==> src/verilog/csfbs_defs.vh <==
`ifndef CSFBS_DEFS_VH
`define CSFBS_DEFS_VH

// ----------------------------------------
// register decode
// ----------------------------------------
`define CSFBS_STATUS_OFS 7'h03
`define CSFBS_ADDR_W 9

// ----------------------------------------
// field positions
// ----------------------------------------
`define CSFBS_IBANK_BIT 7
`define CSFBS_RPH_BIT 6
`define CSFBS_RPL_BIT 5
`define CSFBS_WDX_BIT 4
`define CSFBS_SLP_BIT 3
`define CSFBS_Z_BIT 2
`define CSFBS_NIB_BIT 1
`define CSFBS_C_BIT 0

// ----------------------------------------
// reset values
// ----------------------------------------
`define CSFBS_RST_BANK 3'h0
`define CSFBS_RST_CAUSE 2'h3
`define CSFBS_RST_ARITH 3'h0

// ----------------------------------------
// alu operations
// ----------------------------------------
`define CSFBS_OP_W 4
`define CSFBS_OP_PASS 4'h0
`define CSFBS_OP_ADD 4'h1
`define CSFBS_OP_SUB 4'h2
`define CSFBS_OP_AND 4'h3
`define CSFBS_OP_IOR 4'h4
`define CSFBS_OP_XOR 4'h5
`define CSFBS_OP_COM 4'h6
`define CSFBS_OP_INC 4'h7
`define CSFBS_OP_DEC 4'h8
`define CSFBS_OP_ROR 4'h9
`define CSFBS_OP_ROL 4'ha
`define CSFBS_OP_SWAP 4'hb
`define CSFBS_OP_CLR 4'hc

// ----------------------------------------
// flag update classes
// ----------------------------------------
`define CSFBS_FU_W 2
`define CSFBS_FU_NONE 2'h0
`define CSFBS_FU_Z 2'h1
`define CSFBS_FU_ZDC 2'h2
`define CSFBS_FU_C 2'h3

`endif

==> src/verilog/csfbs_alu.v <==
`timescale 1ns/100ps
`include "csfbs_defs.vh"

// combinational alu producing result and flag candidates
module csfbs_alu #(
    parameter W = 8
) (
    input wire [`CSFBS_OP_W-1:0] op,
    input wire [W-1:0] opa,
    input wire [W-1:0] opb,
    input wire carry_in,
    output reg [W-1:0] res,
    output reg c_out,
    output reg dc_out
);
    reg [W:0] sum;
    reg [4:0] nib;
    reg [W-1:0] addend;

    // ----------------------------------------
    // datapath
    // ----------------------------------------
    // subtract is opa + ~opb + 1, so carry high means no borrow
    always @* begin
        sum = {(W+1){1'b0}};
        nib = 5'h00;
        res = opa;
        c_out = carry_in;
        dc_out = 1'b0;
        addend = (op == `CSFBS_OP_SUB) ? ~opb : opb;
        case (op)
            `CSFBS_OP_ADD, `CSFBS_OP_SUB: begin
                sum = {1'b0, opa} + {1'b0, addend} + {{W{1'b0}}, (op == `CSFBS_OP_SUB)};
                nib = {1'b0, opa[3:0]} + {1'b0, addend[3:0]} + {4'h0, (op == `CSFBS_OP_SUB)};
                res = sum[W-1:0];
                c_out = sum[W];
                dc_out = nib[4];
            end
            `CSFBS_OP_AND: res = opa & opb;
            `CSFBS_OP_IOR: res = opa | opb;
            `CSFBS_OP_XOR: res = opa ^ opb;
            `CSFBS_OP_COM: res = ~opa;
            `CSFBS_OP_INC: res = opa + {{(W-1){1'b0}}, 1'b1};
            `CSFBS_OP_DEC: res = opa - {{(W-1){1'b0}}, 1'b1};
            `CSFBS_OP_ROR: begin
                res = {carry_in, opa[W-1:1]};
                c_out = opa[0];
            end
            `CSFBS_OP_ROL: begin
                res = {opa[W-2:0], carry_in};
                c_out = opa[W-1];
            end
            `CSFBS_OP_SWAP: res = {opa[3:0], opa[W-1:4]};
            `CSFBS_OP_CLR: res = {W{1'b0}};
            default: res = opa;
        endcase
    end
endmodule

==> src/verilog/csfbs_status.v <==
// Contract
// - one status register at four mirrors
// - status writable as any instruction destination
// - flag-updating op blocks data write to flags
// - instruction writes to reset-cause bits ignored
// - clear clears bank bits, sets zero
// - borrow flags inverted during subtract
// - bit 7 picks indirect bank pair
// - bits 6-5 pick direct bank
// - timeout flag set by events, cleared on expiry
// - sleep flag set by kick, cleared by sleep
// - zero flag follows result zero
// - digit carry from low nibble on add/sub
// - carry from msb on add/sub
// - subtract adds two's complement
// - rotates load carry from shifted bit
`timescale 1ns/100ps
`include "csfbs_defs.vh"

module csfbs_status #(
    parameter W = 8
) (
    input wire sys_clk,
    input wire rst_n,
    input wire exec_en,
    input wire [`CSFBS_OP_W-1:0] alu_op,
    input wire [`CSFBS_FU_W-1:0] flag_upd,
    input wire [W-1:0] opnd_a,
    input wire [W-1:0] opnd_b,
    input wire wr_en,
    input wire [`CSFBS_ADDR_W-1:0] wr_addr,
    input wire [`CSFBS_ADDR_W-1:0] rd_addr,
    input wire watchdog_kick_instr,
    input wire sleep_instr,
    input wire watchdog_timeout,
    output reg [W-1:0] status_q,
    output reg [W-1:0] alu_res_q,
    output reg rd_hit_q,
    output reg [1:0] direct_bank_q,
    output reg indirect_bank_bit_q
);
    wire [W-1:0] res;
    wire c_new;
    wire dc_new;
    wire wr_hit;
    wire rd_hit;
    wire z_new;
    reg [W-1:0] status_d;

    // ----------------------------------------
    // alu
    // ----------------------------------------
    csfbs_alu #(
        .W(W)
    ) u_alu (
        .op(alu_op),
        .opa(opnd_a),
        .opb(opnd_b),
        .carry_in(status_q[`CSFBS_C_BIT]),
        .res(res),
        .c_out(c_new),
        .dc_out(dc_new)
    );

    // ----------------------------------------
    // address decode
    // ----------------------------------------
    // mirrored decode ignores bank bits
    assign wr_hit = wr_en && exec_en && (wr_addr[6:0] == `CSFBS_STATUS_OFS);
    assign rd_hit = (rd_addr[6:0] == `CSFBS_STATUS_OFS);
    assign z_new = (res == {W{1'b0}});

    // ----------------------------------------
    // next status
    // ----------------------------------------
    // data write first, then flag logic overrides, then hardware events
    always @* begin
        status_d = status_q;
        if (wr_hit) begin
            status_d[7:5] = res[7:5];
            status_d[2:0] = res[2:0];
            status_d[4:3] = status_q[4:3];
        end
        if (exec_en) begin
            case (flag_upd)
                `CSFBS_FU_Z: begin
                    status_d[`CSFBS_Z_BIT] = z_new;
                    if (wr_hit) begin
                        status_d[1:0] = status_q[1:0];
                    end
                end
                `CSFBS_FU_ZDC: begin
                    status_d[`CSFBS_Z_BIT] = z_new;
                    status_d[`CSFBS_NIB_BIT] = dc_new;
                    status_d[`CSFBS_C_BIT] = c_new;
                end
                `CSFBS_FU_C: begin
                    status_d[`CSFBS_C_BIT] = c_new;
                    if (wr_hit) begin
                        status_d[2:1] = status_q[2:1];
                    end
                end
                default: begin
                end
            endcase
        end
        if (watchdog_kick_instr || sleep_instr) begin
            status_d[`CSFBS_WDX_BIT] = 1'b1;
        end
        if (watchdog_timeout) begin
            status_d[`CSFBS_WDX_BIT] = 1'b0;
        end
        if (watchdog_kick_instr) begin
            status_d[`CSFBS_SLP_BIT] = 1'b1;
        end
        if (sleep_instr) begin
            status_d[`CSFBS_SLP_BIT] = 1'b0;
        end
    end

    // ----------------------------------------
    // registers
    // ----------------------------------------
    // arithmetic flags are left 0 at reset; software must not rely on them
    always @(posedge sys_clk) begin
        if (!rst_n) begin
            status_q <= {`CSFBS_RST_BANK, `CSFBS_RST_CAUSE, `CSFBS_RST_ARITH};
            alu_res_q <= {W{1'b0}};
            rd_hit_q <= 1'b0;
            direct_bank_q <= 2'h0;
            indirect_bank_bit_q <= 1'b0;
        end else begin
            status_q <= status_d;
            if (exec_en) begin
                alu_res_q <= res;
            end
            rd_hit_q <= rd_hit;
            direct_bank_q <= status_d[`CSFBS_RPH_BIT:`CSFBS_RPL_BIT];
            indirect_bank_bit_q <= status_d[`CSFBS_IBANK_BIT];
        end
    end
endmodule

==> config.mk <==
export PLATFORM = sky130hd
export DESIGN_NAME = csfbs_status
export DESIGN_NICKNAME = d
export VERILOG_FILES = /design/src/verilog/csfbs_alu.v /design/src/verilog/csfbs_status.v
export VERILOG_INCLUDE_DIRS = /design/src /design/src/verilog
export SDC_FILE = /design/constraint.sdc
export NUM_CORES = 1
export LEC_CHECK = 0
export BUFFER_PORTS_ARGS = -buffer_cell sky130_fd_sc_hd__buf_2
export CAP_MARGIN = 20
export CORE_ASPECT_RATIO = 0.75
export CORE_UTILIZATION = 30
export CTS_BUF_LIST = sky130_fd_sc_hd__clkbuf_16
export DETAILED_ROUTE_END_ITERATION = 12
export HOLD_SLACK_MARGIN = 0.12
export SLEW_MARGIN = 25
export SYNTH_ARGS = -nofsm -noshare
export SYNTH_HDL_FRONTEND = slang
export SYNTH_SLANG_ARGS = --single-unit
==> constraint.sdc <==
create_clock -name sys_clk -period 6.7 [get_ports sys_clk]
set_input_delay 0.67 -clock sys_clk [delete_from_list [all_inputs] [get_ports sys_clk]]
set_output_delay 0.67 -clock sys_clk [all_outputs]
set_load 0.01 [all_outputs]
==> insert_results.sql, run 1 <==
INSERT INTO impl_metrics (metric_group, metric, value, unit) VALUES
('timing', 'fmax', '0.199', 'GHz'),
('synth', 'main_combinational_cell_family_by_area_after_synthesis', 'compound AO/OA/AOI/OAI gates', ''),
('synth', 'post_synth_fa_ha_maj_area_fraction', '12.5', '%'),
('worst_setup_path', 'critical_path.endpoint_type', 'flip-flop', ''),
('grt', 'grt_max_degree', '41', ''),
('worst_setup_path', 'series_of_cell_instances_along_the_critical_path', 'buf_2, or4b_2, xnor2_1, inv_1, fa_1, xnor2_1, a32o_1, a211oi_1, a31oi_1, o22a_1, or4_1, or4_1, o22ai_2', ''),
('grt', 'grt_use_total', '18.2', '%'),
('synth', 'mux_cell_area_share_after_synthesis', '9.33', '%'),
('floorplan', 'die_area', '8910', 'sq um'),
('timing', 'fin_setup_tns', '0', 'ps'),
('clock_network', 'h_tree_depth_reported_by_cts', '1', ''),
('synth', 'share_of_synthesized_registers_carrying_an_async_set_or_reset', '0', '%'),
('grt', 'first_global_vias', '2303', ''),
('timing', 'finalWorstPathRequiredPeriod', '5030', 'ps'),
('worst_setup_path', 'cpMaxStageDelayCell', 'or4b_2', ''),
('worst_setup_path', 'cpPeakStageDelay', '860', 'ps'),
('synth', 'synth_cell_type_count', '61', ''),
('grt', 'gr-total-overflow', '0', ''),
('worst_setup_path', 'timing.reg2reg.worst_path_depth', '8', ''),
('place', 'numPortBuffers', '62', ''),
('detailed_routing', 'post_drt_via_cell_ratio', '5.78', ''),
('finish', 'most_frequent_cells_in_the_layout', 'buf_2, a21oi_1, ha_1', ''),
('synth', 'synth-seq-cells', '17', ''),
('worst_setup_path', 'crit_path_start_kind', 'input port', ''),
('run_status', 'status', 'completed', ''),
('worst_setup_path', 'worstPathMaxFanout', '40', ''),
('timing', 'finalSetupViolCount', '0', ''),
('place', 'dp_hpwl', '6330', 'um'),
('timing', 'timing.max_slew.rel_slack', '52.7', '%'),
('clock_network', 'clkLatencyLatePin', '250', 'ps'),
('synth', 'synth_simple_gate_area_share', '21.8', '%'),
('clock_network', 'ctsHoldBuffers', '0', ''),
('finish', 'number_of_diodes', '0', ''),
('power_and_ir_drop', 'power.density', '140', 'nW/um^2'),
('floorplan', 'initial_core_util', '31.6', '%'),
('worst_setup_path', 'timing.reg2reg.setup_slack', '4120', 'ps'),
('floorplan', 'die_h', '82.0', 'um'),
('synth', 'synth_top_cells_by_area', 'dfxtp_1, ha_1, mux2i_1', ''),
('floorplan', 'coreArea', '8090', 'sq um'),
('power_and_ir_drop', 'vdd.ir_drop.worst', '0.0919', 'mV'),
('detailed_routing', 'detail_route.wirelength', '8250', 'um'),
('floorplan', 'die_width', '109', 'um'),
('clock_network', 'clock_tree_from_tritoncts', 'done', ''),
('synth', 'seq_area_frac_synth', '13.3', '%'),
('detailed_routing', 'antenna_left', '0', ''),
('timing', 'worst-slew-pin-transition', '691', 'ps'),
('place', 'globalplace.congestion', '0.901', ''),
('detailed_routing', 'drtPass1Iterations', '5', ''),
('worst_setup_path', 'worst-setup-path-type', 'in2reg', ''),
('clock_network', 'ctsResizeCount', '0', ''),
('timing', 'final_hold_viol_count', '0', ''),
('synth', 'synth_largest_area_cell', 'dfxtp_1', ''),
('timing', 'drv_slew', '0', ''),
('clock_network', 'postCtsSetupBuffers', '0', ''),
('grt', 'grt_first_pass_wirelength', '12500', 'um'),
('synth', 'synth-edff-count', '0', ''),
('worst_setup_path', 'required', '6880', 'ps'),
('synth', 'yosys_warnings', '0', ''),
('clock_network', 'clkSinkCount', '17', ''),
('detailed_routing', 'detail_route.iter0.violations', '293', ''),
('grt', 'antenna_violations_before_repair', '0', ''),
('synth', 'yosys_most_used_dff', 'dfxtp_1', ''),
('clock_network', 'cts.clk_slew.worst_paths', '50', 'ps'),
('floorplan', 'num_rows', '28', ''),
('finish', 'nNetsFinal', '452', ''),
('clock_network', 'cts-root-to-sink-buffers', '2', ''),
('timing', 'clock_skew', '1.89', 'ps'),
('synth', 'syn-cell-area', '2560', 'sq um'),
('synth', 'yosys.area_share.xor_xnor', '6.16', '%'),
('finish', 'layout-drive-gt1-share', '20.6', '%'),
('clock_network', 'tritoncts.num_buffers', '3', '');
-- cell usage after synthesis, types with 2 or more instances --
master     count
or4b_2         3
ha_1          24
o221a_2        3
a21o_1         2
dfxtp_1       17
a32oi_1        3
and3_1         2
nor2b_1       18
nand3b_1       4
a21oi_1       28
nor3_1         6
or3_1          5
a31oi_1        6
buf_2          7
a22oi_1        5
a32o_1         4
a211oi_1       3
o22a_1         3
nand2_1       21
mux2i_1       19
nand4_1        4
nand2b_1       5
o31ai_1        4
o221ai_1       2
o22ai_1        5
xnor2_1       14
buf_1          4
a2bb2oi_1      2
buf_6          2
mux2_2         3
o2111ai_1      4
o41ai_1        2
or4_1          2
o21ai_0       13
nand3_1       10
a221oi_1       2
xor2_1         4
clkbuf_1      10
inv_1         23
buf_4          4
nor2_1        18
-- final cells by class --
class | instances | area (sq um)
fill | 845 | 5150
inverter | 23 | 86.3
tap | 105 | 131
clock buffer | 3 | 75.1
timing repair buffer | 62 | 310
multi-input combinational | 273 | 1990
clock inverter | 1 | 7.51
sequential | 17 | 340
-- registers in the layout, summed over array words and instances, names as in the netlist --
signal and count:
alu_res_q 8, status_q 8, rd_hit_q 1
-- critical path: cells and delay by family --
kind / cells / cell delay, ps
AND/OR/NAND/NOR: 3 / 1900
AO/OA/AOI/OAI: 5 / 1060
buffers and inverters: 2 / 650
XOR/XNOR: 2 / 470
adder cells (fa/ha/maj): 1 / 430
-- layer usage --
layer | wire length, um | track usage, % | share of wire [%]
met1 | 3970 | 28.3 | 48
met2 | 3470 | 25.8 | 42
met3 | 749 | 3.49 | 9.1
met4 | 66 | 2.30 | 0.80
met5 | 0 | 0 | 0
-- cell families (layout without fill, tap and decap cells) --
| family | Yosys count | in the layout |
|---|---|---|
| DFF | 17 | 17 |
| adders and majority gates | 25 | 25 |
| and+or+nand+nor | 104 | 104 |
| xor gates and xnor gates | 18 | 18 |
| muxes | 23 | 23 |
| AOI/OAI and AO/OA | 103 | 103 |
| buffers and inverters | 50 | 89 |
-- worst min-delay path by stage --
| stage | end | slack [ps] | depth (start not counted) | from |
|---|---|---|---|---|
| after global placement | alu_res_q[0]$_SDFFE_PN0P_ | 460 | 1 | alu_res_q[0]$_SDFFE_PN0P_ |
| final | alu_res_q[0]$_SDFFE_PN0P_ | 480 | 1 | alu_res_q[0]$_SDFFE_PN0P_ |
| after detailed placement | alu_res_q[0]$_SDFFE_PN0P_ | 470 | 1 | alu_res_q[0]$_SDFFE_PN0P_ |
| after global routing | alu_res_q[0]$_SDFFE_PN0P_ | 500 | 1 | alu_res_q[0]$_SDFFE_PN0P_ |
| after CTS | alu_res_q[0]$_SDFFE_PN0P_ | 480 | 1 | alu_res_q[0]$_SDFFE_PN0P_ |
| after floorplan | alu_res_q[0]$_SDFFE_PN0P_ | 520 | 1 | alu_res_q[0]$_SDFFE_PN0P_ |
-- through the flow --
step           hold WS [ps]  total power [uW]  worst slack, ps  cell area [sq um]  cells
2_1_floorplan           519               232             2390               2560    340
5_1_grt                 505               436             1460               2950    484
3_5_place_dp            467               287             1500               2860    480
4_1_cts                 481               411             1740               2950    484
3_3_place_gp            460               285             1560               2860    480
6_report                475               411             1670               2950    484
-- where the power goes --
group	internal, uW	leakage, uW	switching [uW]
Combinational	72.1	0.00114	108
Clock	80.5	0.0000371	41.1
Sequential	107	0.000139	2.66
Power figures use the tool's default switching activity.
==> run 2, diff against run 1 <==
==> constraint.sdc (replaced) <==
create_clock -name sys_clk -period 4.3 [get_ports sys_clk]
set_input_delay 0.43 -clock sys_clk [delete_from_list [all_inputs] [get_ports sys_clk]]
set_output_delay 0.43 -clock sys_clk [all_outputs]
set_load 0.01 [all_outputs]
==> insert_results.sql, run 2 (synthesis gave the netlist of run 1 again) <==
INSERT INTO impl_metrics (metric_group, metric, value, unit) VALUES
('clock_network', 'cts_root_buf', 'clkbuf_16', ''),
('detailed_routing', 'antenna_left', '0', ''),
('grt', 'top_usage_layer', 'met1', ''),
('floorplan', 'coreArea', '8090', 'sq um'),
('clock_network', 'clkSinkCount', '17', ''),
('floorplan', 'initial_core_util', '31.6', '%'),
('place', 'placement.cell_area', '2930', 'sq um'),
('floorplan', 'die_area', '8910', 'sq um'),
('grt', 'global_route.usage.met2', '26.8', '%'),
('clock_network', 'ctsHoldBuffers', '0', ''),
('worst_setup_path', 'crit_arrival', '4230', 'ps'),
('clock_network', 'cts.clk_slew.worst_paths', '50', 'ps'),
('timing', 'finalSetupViolCount', '0', ''),
('power_and_ir_drop', 'vdd.ir_drop.worst', '0.184', 'mV'),
('finish', 'layout-area-overhead-vs-synth', '17.5', '%'),
('timing', 'fmax', '0.247', 'GHz'),
('finish', 'number_of_diodes', '0', ''),
('detailed_routing', 'detail_route.iter0.violations', '206', ''),
('place', 'globalplace.congestion', '0.882', ''),
('worst_hold_path', 'hold_path.class', 'in2reg', ''),
('power_and_ir_drop', 'fin_total_pwr', '644', 'uW'),
('timing', 'final_hold_viol_count', '0', ''),
('finish', 'most_frequent_cells_in_the_layout', 'buf_2, a21oi_1, ha_1', ''),
('timing', 'timing.max_slew.rel_slack', '52.6', '%'),
('timing', 'setup_repair_after_global_routing_missed_its_margin', 'no', ''),
('floorplan', 'io-pin-count', '67', ''),
('finish', 'nNetsFinal', '461', ''),
('finish', 'layout.cell_area.non_filler', '3010', 'sq um'),
('clock_network', 'h_tree_depth_reported_by_cts', '1', ''),
('timing', 'worst-slew-pin-transition', '702', 'ps'),
('worst_setup_path', 'worst-setup-path-type', 'in2reg', ''),
('worst_setup_path', 'cpPeakStageDelay', '750', 'ps'),
('grt', 'gr-total-overflow', '0', ''),
('grt', 'antenna_violations_before_repair', '0', ''),
('power_and_ir_drop', 'power.density', '214', 'nW/um^2'),
('clock_network', 'postCtsSetupBuffers', '0', ''),
('worst_setup_path', 'crit_path_start_kind', 'input port', ''),
('finish', 'largestRegisters', 'alu_res_q: 8 flops, status_q: 8 flops, rd_hit_q: 1 flops', ''),
('floorplan', 'num_rows', '28', ''),
('clock_network', 'cts-root-to-sink-buffers', '2', ''),
('power_and_ir_drop', 'power_leakage', '0.00136', 'uW'),
('detailed_routing', 'detail_route.wirelength', '8370', 'um'),
('timing', 'clock_skew', '2.65', 'ps'),
('place', 'dp_hpwl', '6330', 'um'),
('floorplan', 'die_h', '82.0', 'um'),
('timing', 'finalWorstPathRequiredPeriod', '4050', 'ps'),
('grt', 'globalRouteMet3Util', '3.65', '%'),
('grt', 'grt_use_total', '18.8', '%'),
('detailed_routing', 'drtPass1Iterations', '5', ''),
('timing', 'fin_setup_tns', '0', 'ps'),
('clock_network', 'tritoncts.num_buffers', '3', ''),
('grt', 'first_global_vias', '2344', ''),
('grt', 'grt_first_pass_wirelength', '12900', 'um'),
('job', 'maxCapViolations', '0', ''),
('timing', 'drv_slew', '0', ''),
('worst_setup_path', 'worstPathMaxFanout', '3', ''),
('grt', 'gr-usage-met1', '29.5', '%'),
('floorplan', 'die_width', '109', 'um'),
('worst_setup_path', 'timing.reg2reg.setup_slack', '1730', 'ps'),
('detailed_routing', 'route.vias.total', '2780', ''),
('place', 'numPortBuffers', '62', ''),
('worst_setup_path', 'cpMaxStageDelayCell', 'or4b_2', ''),
('finish', 'layout-drive-gt1-share', '22.4', '%'),
('clock_network', 'clkLatencyLatePin', '250', 'ps'),
('worst_setup_path', 'series_of_cell_instances_along_the_critical_path', 'buf_2, or4b_2, xnor2_1, inv_1, fa_1, xnor2_1, a32o_1, a211oi_1, a31oi_1, o22a_1, or4_1, or4_1, o22ai_2', ''),
('worst_setup_path', 'critical_path.endpoint_type', 'flip-flop', ''),
('clock_network', 'clock_tree_from_tritoncts', 'done', ''),
('detailed_routing', 'drcViolationCount', '0', ''),
('detailed_routing', 'post_drt_via_cell_ratio', '5.64', ''),
('finish', 'mostFrequentLayoutCell', 'buf_2', ''),
('worst_setup_path', 'required', '4480', 'ps'),
('detailed_routing', 'wire_per_inst', '17.0', 'um'),
('grt', 'grt_max_degree', '40', ''),
('run_status', 'status', 'completed', ''),
('timing', 'final_min_period_over_clock_period', '94.2', '%'),
('clock_network', 'ctsResizeCount', '0', '');
## run 2: path summary, 6_finish.rpt
check                                               start                        end  cells after the start
worst max-delay path                            alu_op[2]   status_q[2]$_SDFFE_PN0P_                     13
worst min-delay path                           rd_addr[2]        rd_hit_q$_SDFF_PN0_                      2
worst max register to register   status_q[0]$_SDFFE_PN0N_   status_q[2]$_SDFFE_PN0P_                      8
worst min register to register  alu_res_q[0]$_SDFFE_PN0P_  alu_res_q[0]$_SDFFE_PN0P_                      1
## run 2: area by class of cell
cell class,count,area [sq um]
flip-flops and latches,17,340
clock inverters,1,5.00
fillers,860,5080
repair buffers,71,378
clock buffers,3,75.1
multi-input cells,273,1990
inverters,23,86.3
well taps,105,131
## run 2: per-layer routing
metal	share of wire [%]	wire length (um)	vias up
li1	-	-	1358
met1	48	4050	1315
met3	8.5	711	2
met5	0	0	-
met4	0.27	23	0
met2	43	3590	105
## run 2: metrics by stage
step	setup WS (ps)	std cells	hold WS, ps	utilization [%]
2_1_floorplan	230	340	505	-
3_3_place_gp	59.0	489	459	36.2
3_5_place_dp	10.7	489	469	36.2
4_1_cts	256	493	335	37.2
5_1_grt	9.35	493	334	37.2
6_report	248	493	336	37.2
## run 2: where the power goes
group / leakage, uW / total, uW / internal (uW) / switching, uW
clock network: 0.0000409 / 186 / 124 / 61.2
logic: 0.00118 / 288 / 118 / 170
registers: 0.000139 / 171 / 167 / 4.48
total: 0.00136 / 644 / 409 / 235
## run 2: critical path, delay by kind of cell
family	cells	cell delay, ps
AO/OA/AOI/OAI	5	1010
XOR/XNOR	2	400
adder cells (fa/ha/maj)	1	440
buffers and inverters	2	190
AND/OR/NAND/NOR	3	1780
